==> config.mk <==
export PLATFORM = sky130hd
export DESIGN_NAME = plc_number_format_unit
export DESIGN_NICKNAME = d
export VERILOG_FILES = /design/src/nfu_divider.v /design/src/plc_number_format_unit.v
export VERILOG_INCLUDE_DIRS = /design/src
export SDC_FILE = /design/constraint.sdc
export NUM_CORES = 1
export LEC_CHECK = 0
export CAP_MARGIN = 20
export CORE_ASPECT_RATIO = 1.25
export CORE_MARGIN = 2
export CORE_UTILIZATION = 65
export DETAILED_ROUTE_END_ITERATION = 8
export DONT_BUFFER_PORTS = 1
export PLACE_DENSITY_LB_ADDON = 0.3
export SYNTH_ARGS = -nofsm -noshare
export SYNTH_HDL_FRONTEND = slang
export SYNTH_SLANG_ARGS = --single-unit
==> constraint.sdc <==
create_clock -name clk_i -period 10.4 [get_ports clk_i]
set_input_delay 1.56 -clock clk_i [delete_from_list [all_inputs] [get_ports clk_i]]
set_output_delay 1.56 -clock clk_i [all_outputs]
set_load 0.005 [all_outputs]
==> src/nfu_consts.vh <==
`ifndef NFU_CONSTS_VH
`define NFU_CONSTS_VH

// ----------------------------------------
// Operation codes
// ----------------------------------------
`define OP_W           4
`define OP_NOP         4'h0
`define OP_FX16_CHECK  4'h1
`define OP_FX32_CHECK  4'h2
`define OP_FX16_DIV    4'h3
`define OP_FX32_DIV    4'h4
`define OP_BCD_TO_FX   4'h5
`define OP_FX_TO_BCD   4'h6
`define OP_FX_TO_FP    4'h7
`define OP_FP_TO_FX    4'h8
`define OP_FP_CHECK    4'h9

// ----------------------------------------
// Field positions
// ----------------------------------------
`define FX16_SIGN      15
`define FX32_SIGN      31
`define FP_MANT_MSB    23
`define FP_MANT_LSB    0
`define FP_EXP_MSB     31
`define FP_EXP_LSB     24
`define BCD_SIGN_MSB   15
`define BCD_SIGN_LSB   12

// ----------------------------------------
// Constant codes
// ----------------------------------------
`define FX16_MIN       32'hFFFF8000
`define FX16_MAX       32'h00007FFF
`define FX32_MIN       32'h80000000
`define FX32_MAX       32'h7FFFFFFF
`define FP_ZERO        32'h80000000
`define BCD_POS        4'h0
`define BCD_NEG        4'hF
`define BCD_DIGIT_MAX  4'h9
`define BCD_MAG_MAX    32'h000003E7

// ----------------------------------------
// Timing
// ----------------------------------------
`define DIV_STEPS      32

`endif

==> src/nfu_divider.v <==
`timescale 1ns/1ps
`include "nfu_consts.vh"

// ----------------------------------------
// Signed restoring divider, truncating
// ----------------------------------------
module nfu_divider #(
    parameter WIDTH = 32
) (
    // Clock and reset
    input  wire             clk_i,
    input  wire             rst_n_i,
    input  wire             en_i,
    // Request
    input  wire             start_i,
    input  wire [WIDTH-1:0] dividend_i,
    input  wire [WIDTH-1:0] divisor_i,
    // Answer
    output reg              busy_o,
    output reg              done_o,
    output reg  [WIDTH-1:0] quot_o,
    output reg              div_zero_o
);
    reg  [WIDTH-1:0] rem_q;
    reg  [WIDTH-1:0] acc_q;
    reg  [WIDTH-1:0] dsr_q;
    reg              neg_q;
    reg  [6:0]       cnt_q;
    wire [WIDTH:0]   trial;

    localparam [6:0] STEPS = WIDTH;

    assign trial = {rem_q, acc_q[WIDTH-1]} - {1'b0, dsr_q};

    always @(posedge clk_i or negedge rst_n_i) begin
        if (!rst_n_i) begin
            rem_q      <= {WIDTH{1'b0}};
            acc_q      <= {WIDTH{1'b0}};
            dsr_q      <= {WIDTH{1'b0}};
            neg_q      <= 1'b0;
            cnt_q      <= 7'h00;
            busy_o     <= 1'b0;
            done_o     <= 1'b0;
            quot_o     <= {WIDTH{1'b0}};
            div_zero_o <= 1'b0;
        end else if (en_i) begin
            done_o <= 1'b0;
            if (start_i && !busy_o) begin
                rem_q      <= {WIDTH{1'b0}};
                acc_q      <= dividend_i[WIDTH-1] ? (~dividend_i + 1'b1) : dividend_i;
                dsr_q      <= divisor_i[WIDTH-1] ? (~divisor_i + 1'b1) : divisor_i;
                neg_q      <= dividend_i[WIDTH-1] ^ divisor_i[WIDTH-1];
                div_zero_o <= (divisor_i == {WIDTH{1'b0}});
                cnt_q      <= STEPS;
                busy_o     <= 1'b1;
            end else if (busy_o) begin
                if (!trial[WIDTH]) begin
                    rem_q <= trial[WIDTH-1:0];
                    acc_q <= {acc_q[WIDTH-2:0], 1'b1};
                end else begin
                    rem_q <= {rem_q[WIDTH-2:0], acc_q[WIDTH-1]};
                    acc_q <= {acc_q[WIDTH-2:0], 1'b0};
                end
                cnt_q <= cnt_q - 7'h01;
                if (cnt_q == 7'h01) begin
                    busy_o <= 1'b0;
                    done_o <= 1'b1;
                end
            end else if (done_o == 1'b0 && cnt_q == 7'h00) begin
                cnt_q <= 7'h00;
            end
            if (busy_o && cnt_q == 7'h01) begin
                // Quotient magnitude truncated toward zero, sign restored
                quot_o <= neg_q ? (~(trial[WIDTH] ? {acc_q[WIDTH-2:0], 1'b0} : {acc_q[WIDTH-2:0], 1'b1}) + 1'b1)
                                : (trial[WIDTH] ? {acc_q[WIDTH-2:0], 1'b0} : {acc_q[WIDTH-2:0], 1'b1});
            end
        end
    end
endmodule

==> src/plc_number_format_unit.v <==
`timescale 1ns/1ps
`include "nfu_consts.vh"

module plc_number_format_unit #(
    parameter WIDTH = 32
) (
    // Clock and reset
    input  wire             clk_i,
    input  wire             rst_n_i,
    input  wire             en_i,
    // Request
    input  wire             start_i,
    input  wire [3:0]       op_i,
    input  wire [WIDTH-1:0] accu1_i,
    input  wire [WIDTH-1:0] accu2_i,
    // Answer
    output wire             busy_o,
    output reg              done_o,
    output reg  [WIDTH-1:0] result_o,
    output reg              range_err_o,
    output reg              digit_err_o,
    output reg              div_zero_o,
    output reg              is_neg_o,
    output reg              is_zero_o,
    output reg              mag_ge_tenth_o
);
    // ----------------------------------------
    // Functions
    // ----------------------------------------
    function digit_bad;
        input [3:0] d;
        begin
            digit_bad = (d > `BCD_DIGIT_MAX);
        end
    endfunction

    function [31:0] abs32;
        input [31:0] v;
        begin
            abs32 = v[`FX32_SIGN] ? (~v + 32'h00000001) : v;
        end
    endfunction

    function [3:0] bin_digit;
        input [31:0] v;
        input [1:0]  pos;
        reg   [31:0] t;
        begin
            t = (pos == 2'd2) ? v / 32'd100 : (pos == 2'd1) ? v / 32'd10 : v;
            t = t % 32'd10;
            bin_digit = t[3:0];
        end
    endfunction

    // ----------------------------------------
    // Combinational encode / decode
    // ----------------------------------------
    localparam S_IDLE = 3'b001;
    localparam S_DIV  = 3'b010;
    localparam S_OUT  = 3'b100;

    reg  [2:0]  state_q;
    reg  [2:0]  state_d;
    reg  [31:0] res_c;
    reg         rng_c;
    reg         dig_c;
    reg         neg_c;
    reg         zero_c;
    reg         tenth_c;
    reg  [31:0] mag;
    reg  [31:0] bcd_mag;
    reg  [31:0] sext_a;
    reg  [31:0] sext_b;
    reg  [31:0] mant_x;
    reg  [7:0]  ex;
    reg  [5:0]  sh;
    integer     i;

    wire        dv_done;
    wire [31:0] dv_quot;
    wire        dv_zero;
    wire        dv_busy;
    wire        dv_start;
    wire        is_div;

    assign is_div   = (op_i == `OP_FX16_DIV) || (op_i == `OP_FX32_DIV);
    assign dv_start = start_i && (state_q == S_IDLE) && !dv_busy && is_div;
    assign busy_o   = (state_q != S_IDLE);

    always @* begin
        res_c   = 32'h00000000;
        rng_c   = 1'b0;
        dig_c   = 1'b0;
        neg_c   = 1'b0;
        zero_c  = 1'b0;
        tenth_c = 1'b0;
        mag     = 32'h00000000;
        bcd_mag = 32'h00000000;
        mant_x  = 32'h00000000;
        ex      = 8'h00;
        sh      = 6'd0;
        i       = 0;
        sext_a  = {{16{accu1_i[`FX16_SIGN]}}, accu1_i[15:0]};
        sext_b  = {{16{accu2_i[`FX16_SIGN]}}, accu2_i[15:0]};
        case (op_i)
            `OP_FX16_CHECK: begin
                neg_c  = accu1_i[`FX32_SIGN];
                res_c  = accu1_i;
                // Outside the word range when high half is not sign extension
                rng_c  = ($signed(accu1_i) < $signed(`FX16_MIN)) || ($signed(accu1_i) > $signed(`FX16_MAX));
                zero_c = (accu1_i == 32'h00000000);
            end
            `OP_FX32_CHECK: begin
                neg_c  = accu1_i[`FX32_SIGN];
                res_c  = accu1_i;
                zero_c = (accu1_i == 32'h00000000);
            end
            `OP_BCD_TO_FX: begin
                dig_c = digit_bad(accu1_i[11:8]) | digit_bad(accu1_i[7:4]) | digit_bad(accu1_i[3:0]);
                dig_c = dig_c | ((accu1_i[15:12] != `BCD_POS) && (accu1_i[15:12] != `BCD_NEG));
                bcd_mag = accu1_i[11:8] * 32'd100 + accu1_i[7:4] * 32'd10 + {28'h0000000, accu1_i[3:0]};
                neg_c  = (accu1_i[`BCD_SIGN_MSB:`BCD_SIGN_LSB] == `BCD_NEG);
                res_c  = neg_c ? (~bcd_mag + 32'h00000001) : bcd_mag;
                zero_c = (bcd_mag == 32'h00000000);
            end
            `OP_FX_TO_BCD: begin
                neg_c  = accu1_i[`FX32_SIGN];
                mag    = abs32(accu1_i);
                rng_c  = (mag > `BCD_MAG_MAX);
                res_c  = {16'h0000, neg_c ? `BCD_NEG : `BCD_POS, bin_digit(mag, 2'd2),
                          bin_digit(mag, 2'd1), bin_digit(mag, 2'd0)};
                if (rng_c)
                    res_c = accu1_i;
                zero_c = (mag == 32'h00000000);
            end
            `OP_FX_TO_FP: begin
                // 24-bit mantissa, exponent as power of two
                neg_c  = accu1_i[`FX32_SIGN];
                zero_c = (accu1_i == 32'h00000000);
                mag    = abs32(accu1_i);
                sh     = 6'd0;
                for (i = 0; i < 9; i = i + 1) begin
                    if (mag > 32'h007FFFFF) begin
                        mag = mag >> 1;
                        sh  = sh + 6'd1;
                    end
                end
                mant_x = neg_c ? (~mag + 32'h00000001) : mag;
                res_c  = zero_c ? `FP_ZERO : {2'b00, sh, mant_x[`FP_MANT_MSB:`FP_MANT_LSB]};
                tenth_c = !zero_c;
            end
            `OP_FP_TO_FX, `OP_FP_CHECK: begin
                zero_c = (accu1_i == `FP_ZERO);
                ex     = accu1_i[`FP_EXP_MSB:`FP_EXP_LSB];
                mant_x = {{8{accu1_i[`FP_MANT_MSB]}}, accu1_i[`FP_MANT_MSB:`FP_MANT_LSB]};
                neg_c  = !zero_c && accu1_i[`FP_MANT_MSB];
                tenth_c = !zero_c && !ex[7];
                if (op_i == `OP_FP_CHECK) begin
                    res_c = accu1_i;
                end else if (zero_c) begin
                    res_c = 32'h00000000;
                end else if (ex[7]) begin
                    sh    = (ex > 8'hE0) ? (6'd0 - ex[5:0]) : 6'd31;
                    res_c = $signed(mant_x) >>> sh;
                end else begin
                    rng_c = (ex > 8'h07);
                    res_c = rng_c ? (neg_c ? `FX32_MIN : `FX32_MAX) : (mant_x << ex[2:0]);
                end
            end
            default: begin
                res_c = accu1_i;
            end
        endcase
    end

    // ----------------------------------------
    // Divider
    // ----------------------------------------
    nfu_divider #(
        .WIDTH      (32)
    ) u_div (
        .clk_i      (clk_i),
        .rst_n_i    (rst_n_i),
        .en_i       (en_i),
        .start_i    (dv_start),
        .dividend_i ((op_i == `OP_FX16_DIV) ? sext_a : accu1_i),
        .divisor_i  ((op_i == `OP_FX16_DIV) ? sext_b : accu2_i),
        .busy_o     (dv_busy),
        .done_o     (dv_done),
        .quot_o     (dv_quot),
        .div_zero_o (dv_zero)
    );

    reg div16_q;

    // ----------------------------------------
    // Control
    // ----------------------------------------
    always @* begin
        case (state_q)
            S_IDLE:  state_d = dv_start ? S_DIV : (start_i ? S_OUT : S_IDLE);
            S_DIV:   state_d = dv_done ? S_IDLE : S_DIV;
            S_OUT:   state_d = S_IDLE;
            default: state_d = S_IDLE;
        endcase
    end

    always @(posedge clk_i or negedge rst_n_i) begin
        if (!rst_n_i) begin
            state_q        <= S_IDLE;
            div16_q        <= 1'b0;
            done_o         <= 1'b0;
            result_o       <= 32'h00000000;
            range_err_o    <= 1'b0;
            digit_err_o    <= 1'b0;
            div_zero_o     <= 1'b0;
            is_neg_o       <= 1'b0;
            is_zero_o      <= 1'b0;
            mag_ge_tenth_o <= 1'b0;
        end else if (en_i) begin
            state_q <= state_d;
            done_o  <= 1'b0;
            if (dv_start)
                div16_q <= (op_i == `OP_FX16_DIV);
            if (state_q == S_IDLE && start_i && !is_div) begin
                done_o         <= 1'b1;
                result_o       <= res_c;
                range_err_o    <= rng_c;
                digit_err_o    <= dig_c;
                div_zero_o     <= 1'b0;
                is_neg_o       <= neg_c;
                is_zero_o      <= zero_c;
                mag_ge_tenth_o <= tenth_c;
            end
            if (state_q == S_DIV && dv_done) begin
                done_o         <= 1'b1;
                result_o       <= dv_quot;
                div_zero_o     <= dv_zero;
                range_err_o    <= div16_q && (($signed(dv_quot) < $signed(`FX16_MIN)) ||
                                              ($signed(dv_quot) > $signed(`FX16_MAX)));
                digit_err_o    <= 1'b0;
                is_neg_o       <= dv_quot[`FX32_SIGN];
                is_zero_o      <= (dv_quot == 32'h00000000);
                mag_ge_tenth_o <= 1'b0;
            end
        end
    end
endmodule

==> flow_summary.ini, run 1 <==
[status]
first-error = [ERROR GRT-0232] Routing congestion too high. Check the congestion heatmap in the GUI.
outcome = stopped before the end
failing_step = global routing (5_1_grt)

[timing]
worstEpCategory = sequential cell input
postGrtWorstEndpoint = result_o[11]$_DFFE_PN0P_/D

[global_route]
grt_overflow_total = 15
grt_max_degree = 183
global_route.usage.total_pct = 73.4

[logic_synthesis]
average_cell_area_after_synthesis_um2 = 6.88
synthArstFlopShare_pct = 100
synthCells = 4564
synth_enable_flop_cells = 0
synth.yosys.warnings = 0
seq_area_frac_synth_pct = 14.5
synthesis.nets = 4731
synthesis.area_um2 = 31400
yosys_register_bits = 182
synth_cell_types = 137
synth_ff_type = dfrtp_1

[floorplan]
io-pin-count = 112
die_y_um = 250
num_rows = 90
die_x_um = 201
floorplan.initialDensity_pct = 65.5

[place]
dp.cells = 5754
buffer_ports.inserted = 0
place_congestion = 1.09
detailedPlacementHpwl_mm = 96.0

[clock_network]
htreeDepth = 4
cts_inserted_buffers = 17
ctsLongestPathBuffers = 2
cts-hold-fix-buffers = 0
cts.sink_count = 182
cts_root_buffer = clkbuf_16
## cell usage after synthesis (13+ instances only)
library cell | number | area, µm²
inv_1 | 103 | 387
o22ai_1 | 65 | 407
nor3_1 | 111 | 556
buf_1 | 18 | 67.6
and2_1 | 37 | 231
clkbuf_1 | 277 | 1040
ha_1 | 89 | 1110
o21ai_0 | 407 | 2040
mux2_2 | 26 | 293
a311oi_1 | 14 | 123
a211o_1 | 16 | 140
xor2_1 | 106 | 928
o211ai_1 | 86 | 646
o221ai_1 | 24 | 210
a221oi_1 | 36 | 315
o2111ai_1 | 15 | 131
o31a_1 | 13 | 114
nor4_1 | 44 | 275
nand2b_1 | 38 | 238
and3_1 | 30 | 188
a2111oi_0 | 18 | 158
nor2b_1 | 27 | 169
o211a_1 | 15 | 150
buf_2 | 22 | 110
o31ai_1 | 57 | 428
or4_1 | 29 | 218
xnor2_1 | 183 | 1600
o21bai_1 | 16 | 120
a31oi_1 | 67 | 419
a21oi_1 | 403 | 2020
mux2i_1 | 137 | 1370
a211oi_1 | 83 | 623
nand3b_1 | 13 | 97.6
or3_1 | 38 | 238
nand4_1 | 42 | 263
dfrtp_1 | 181 | 4530
nand2_1 | 538 | 2020
nand3_1 | 160 | 801
nor2_1 | 443 | 1660
or2_2 | 19 | 119
o21ai_1 | 35 | 175
a22oi_1 | 46 | 345
o21a_1 | 26 | 195
a21o_1 | 98 | 736
## metrics by stage
| step | setup TNS [ns] | instance area [µm²] | worst slack, ns | utilization, % |
|---|---|---|---|---|
| 4_1_cts | -65.29 | 40000 | -7.08 | 83.3 |
| 3_5_place_dp | -77.75 | 38100 | -8.20 | 79.4 |
| 3_3_place_gp | -72.67 | 38100 | -7.63 | 79.4 |
| 2_1_floorplan | -76.58 | 31900 | -7.79 | - |
## logic make-up after synthesis
family,after synthesis,synth area share (%)
adder cells (fa/ha/maj),104,4.22
flip-flops,182,14.5
AO/OA/AOI/OAI,1737,37.2
AND/OR/NAND/NOR,1643,24.7
multiplexers,174,5.78
buffers and inverters,430,5.26
XOR/XNOR,294,8.32
## per-layer routing
metal	GRT overflow	GRT usage, %
met1	0	72.6
met2	6	93.6
met3	0	53.9
met4	9	76.3
met5	0	19.1
## repair_timing
action | in CTS
pin swaps | 72
endpoints found under the setup margin | 12
resized for setup | 169
setup buffers | 64
==> run 2: changes to the inputs <==
--- a/config.mk
+++ b/config.mk
@@ -7,12 +7,11 @@
 export NUM_CORES = 1
 export LEC_CHECK = 0
 export CAP_MARGIN = 20
-export CORE_ASPECT_RATIO = 1.25
 export CORE_MARGIN = 2
-export CORE_UTILIZATION = 65
+export CORE_UTILIZATION = 40
 export DETAILED_ROUTE_END_ITERATION = 8
 export DONT_BUFFER_PORTS = 1
-export PLACE_DENSITY_LB_ADDON = 0.3
+export PLACE_DENSITY_LB_ADDON = 0.15
 export SYNTH_ARGS = -nofsm -noshare
 export SYNTH_HDL_FRONTEND = slang
 export SYNTH_SLANG_ARGS = --single-unit
==> run 2 against run 1 <==
The flow now finishes, with violations (negative setup slack). Synthesized cell count unchanged. Area after synthesis stayed put.
==> flow_summary.ini, run 2 <==
[logic_synthesis]
synth.yosys.warnings = 0
synthesis.nets = 4731
netlist_top_cells_area = dfrtp_1, o21ai_0, nand2_1
netlist.top_cell.by_area = dfrtp_1
netlist_top_cells_count = nand2_1, nor2_1, o21ai_0
synth-simple-area-share_pct = 24.7
average_cell_area_after_synthesis_um2 = 6.88
synth-compound-area-share_pct = 37.2
post_synth_xor_area_fraction_pct = 8.32
synth_cell_types = 137
synthArstFlopShare_pct = 100
yosys.cell_count.top_type = nand2_1
yosys_register_bits = 182
synth_largest_type_area_fraction_pct = 14.4
seq_area_frac_synth_pct = 14.5
synth_fa_ha_area_share_pct = 4.22
largest_family_of_logic_cells_by_synthesized_area = compound AO/OA/AOI/OAI gates
synth_enable_flop_cells = 0
synthCells = 4564
synth_ff_type = dfrtp_1
synthesis.area_um2 = 31400
post_synth_mux_area_share_pct = 5.78

[final_layout]
mostFrequentLayoutCell = buf_4
num_antenna_cells = 0
commonest_cells_after_routing_fill_and_taps_aside = buf_4, nand2_1, nor2_1
finish.instance_area_um2 = 42000
drive_above_1_share_pct = 28.4
area.growth.synth_to_final_pct = 33.9
layout.cells.non_filler = 6306
final_nets = 5421

[clock_network]
tritoncts = built
cts.sink_count = 182
cts_inserted_buffers = 17
worstSkewPairLatency_ns = 0.45
ctsLongestPathBuffers = 2
cts_root_buffer = clkbuf_16
cts_clock_pin_slew_for_the_worst_setup_and_hold_paths_ns = 0.08
htreeDepth = 4
cts-hold-fix-buffers = 0

[drt]
viasPerCell = 6.05
postRouteWirelength_mm = 129
drt_wl_cell_um = 20.4
first_iter_violations = 3295
pre_repair_dr_iteration_count = 8
drc = 0
route.antenna.remaining_nets = 0
vias = 38100

[place]
place_congestion = 0.994
buffer_ports.inserted = 0
postPlaceCellArea_um2 = 38700
dp.cells = 6162
detailedPlacementHpwl_mm = 96.9
dpl_worst_slack_ns = -8.07

[setup_path]
r2r_slack_ns = 0.50
critPathLaunchType = primary input
cp.arrival_ns = 18.17
path_class = in -> reg
r2r-start = u_div.acc_q[31]$_DFFE_PN0P_
required_time_of_the_worst_setup_path_ns = 10.78
cp_max_fo = 9
logic_depth_of_the_worst_register_to_register_path = 44
critical_path_end_type = flop
slowest_delay_ns = 0.58
critPathSlowestCell = or4_4
r2r_end = u_div.quot_o[29]$_DFFE_PN0P_
worst_path_most_repeated_cell = buf_4

[timing]
hold-worst-slack_ns = 0.498
rsz_0062_raised_after_global_routing = yes
maxClockFrequency_mhz = 56.2
report.final.hold_viol_count = 0
timing.final.ws_setup_ns = -7.39
clock-skew-final_ns = 0.0160
slew_viol_final = 0
worst_slew_pin_slew_ns = 1.15
finalCritPeriodShare_pct = 171
period_needed_ns = 17.79
finalSetupViolations = 11
slew_headroom_pct = 23.3

[floorplan]
io-pin-count = 112
die_x_um = 284
die_y_um = 284
floorplan.initialDensity_pct = 40.5
num_rows = 102
design.die.area_um2 = 80800
coreArea_um2 = 77600

[global_route]
grt_max_degree = 183
grt_pass1_vias = 35300
grt_overflow_total = 0
global_route.usage.total_pct = 30.2
first_pass_grt_wire_length_mm = 200
antenna_found_initial = 2

[hold_path]
hold_path_depth = 2
min_path_type = reg -> reg
worst_hold_path.endpoint = u_div.dsr_q[17]$_DFFE_PN0P_
timing.hold.worst.start = u_div.dsr_q[17]$_DFFE_PN0P_

[flow_run]
maxCapViolCount = 0

[status]
outcome = finished, violations left
violated_checks = negative setup slack
[run 2: layout make-up]
cell class                      instances  area, µm²
Fill cell                            7653      35500
Multi-Input combinational cell       3952      27500
Timing Repair Buffer                  991       7640
Sequential cell                       182       4560
Tap cell                             1040       1300
Clock buffer                           17        425
Inverter                              110        422
Clock inverter                         14        170
[run 2: cells by family after synthesis]
logic type / count (synthesis)
fa+ha+maj: 104
buf+inv: 430
mux: 174
simple gates: 1643
compound gates: 1737
flops: 182
xor+xnor: 294
[run 2: layer usage]
layer  vias to the layer above  part of all wire, %  GRT usage, %  wire length [µm]
met1                     18100                   45          41.4             57200
met2                      1382                   46          49.6             58500
met3                       226                  6.4          3.26              8190
met4                         4                  3.5          9.26              4520
li1                      18500                    -             -                 -
met5                         -                0.022             0                28
[run 2: repair_timing]
item	4_1_cts	5_1_grt
setup endpoints to repair	11	13
buffers inserted	59	54
cloned	0	1
pin swaps	95	110
resized for setup	177	206
[run 2: how the worst max path moves through the flow]
stage / start / to / depth (start not counted)
final: accu1_i[9] / result_o[6]$_DFFE_PN0P_ / 76
after global routing: accu1_i[9] / result_o[6]$_DFFE_PN0P_ / 74
after CTS: accu1_i[9] / result_o[6]$_DFFE_PN0P_ / 73
after detailed placement: accu1_i[20] / result_o[6]$_DFFE_PN0P_ / 64
after global placement: accu1_i[9] / result_o[6]$_DFFE_PN0P_ / 66
after floorplan: accu1_i[23] / result_o[6]$_DFFE_PN0P_ / 66
[run 2: worst max-delay path: cells and delay by family]
kind	cells	cell delay, ns
mux	4	1.27
fa+ha+maj	2	0.46
xor+xnor	3	0.61
simple gates	22	4.89
compound gates	29	7.09
buf+inv	16	2.29
[run 2: stage by stage]
stage	TNS [ns]	util [%]
after CTS	-67.80	52.4
after global routing	-75.46	54.2
after detailed placement	-78.12	49.9
final	-68.43	54.2
after floorplan	-76.58	-
after global placement	-75.60	49.9
Power of run 2 is left out: the tool's default activity adds up to more than one toggle a clock period on the data nets, which glitch-free logic cannot reach.
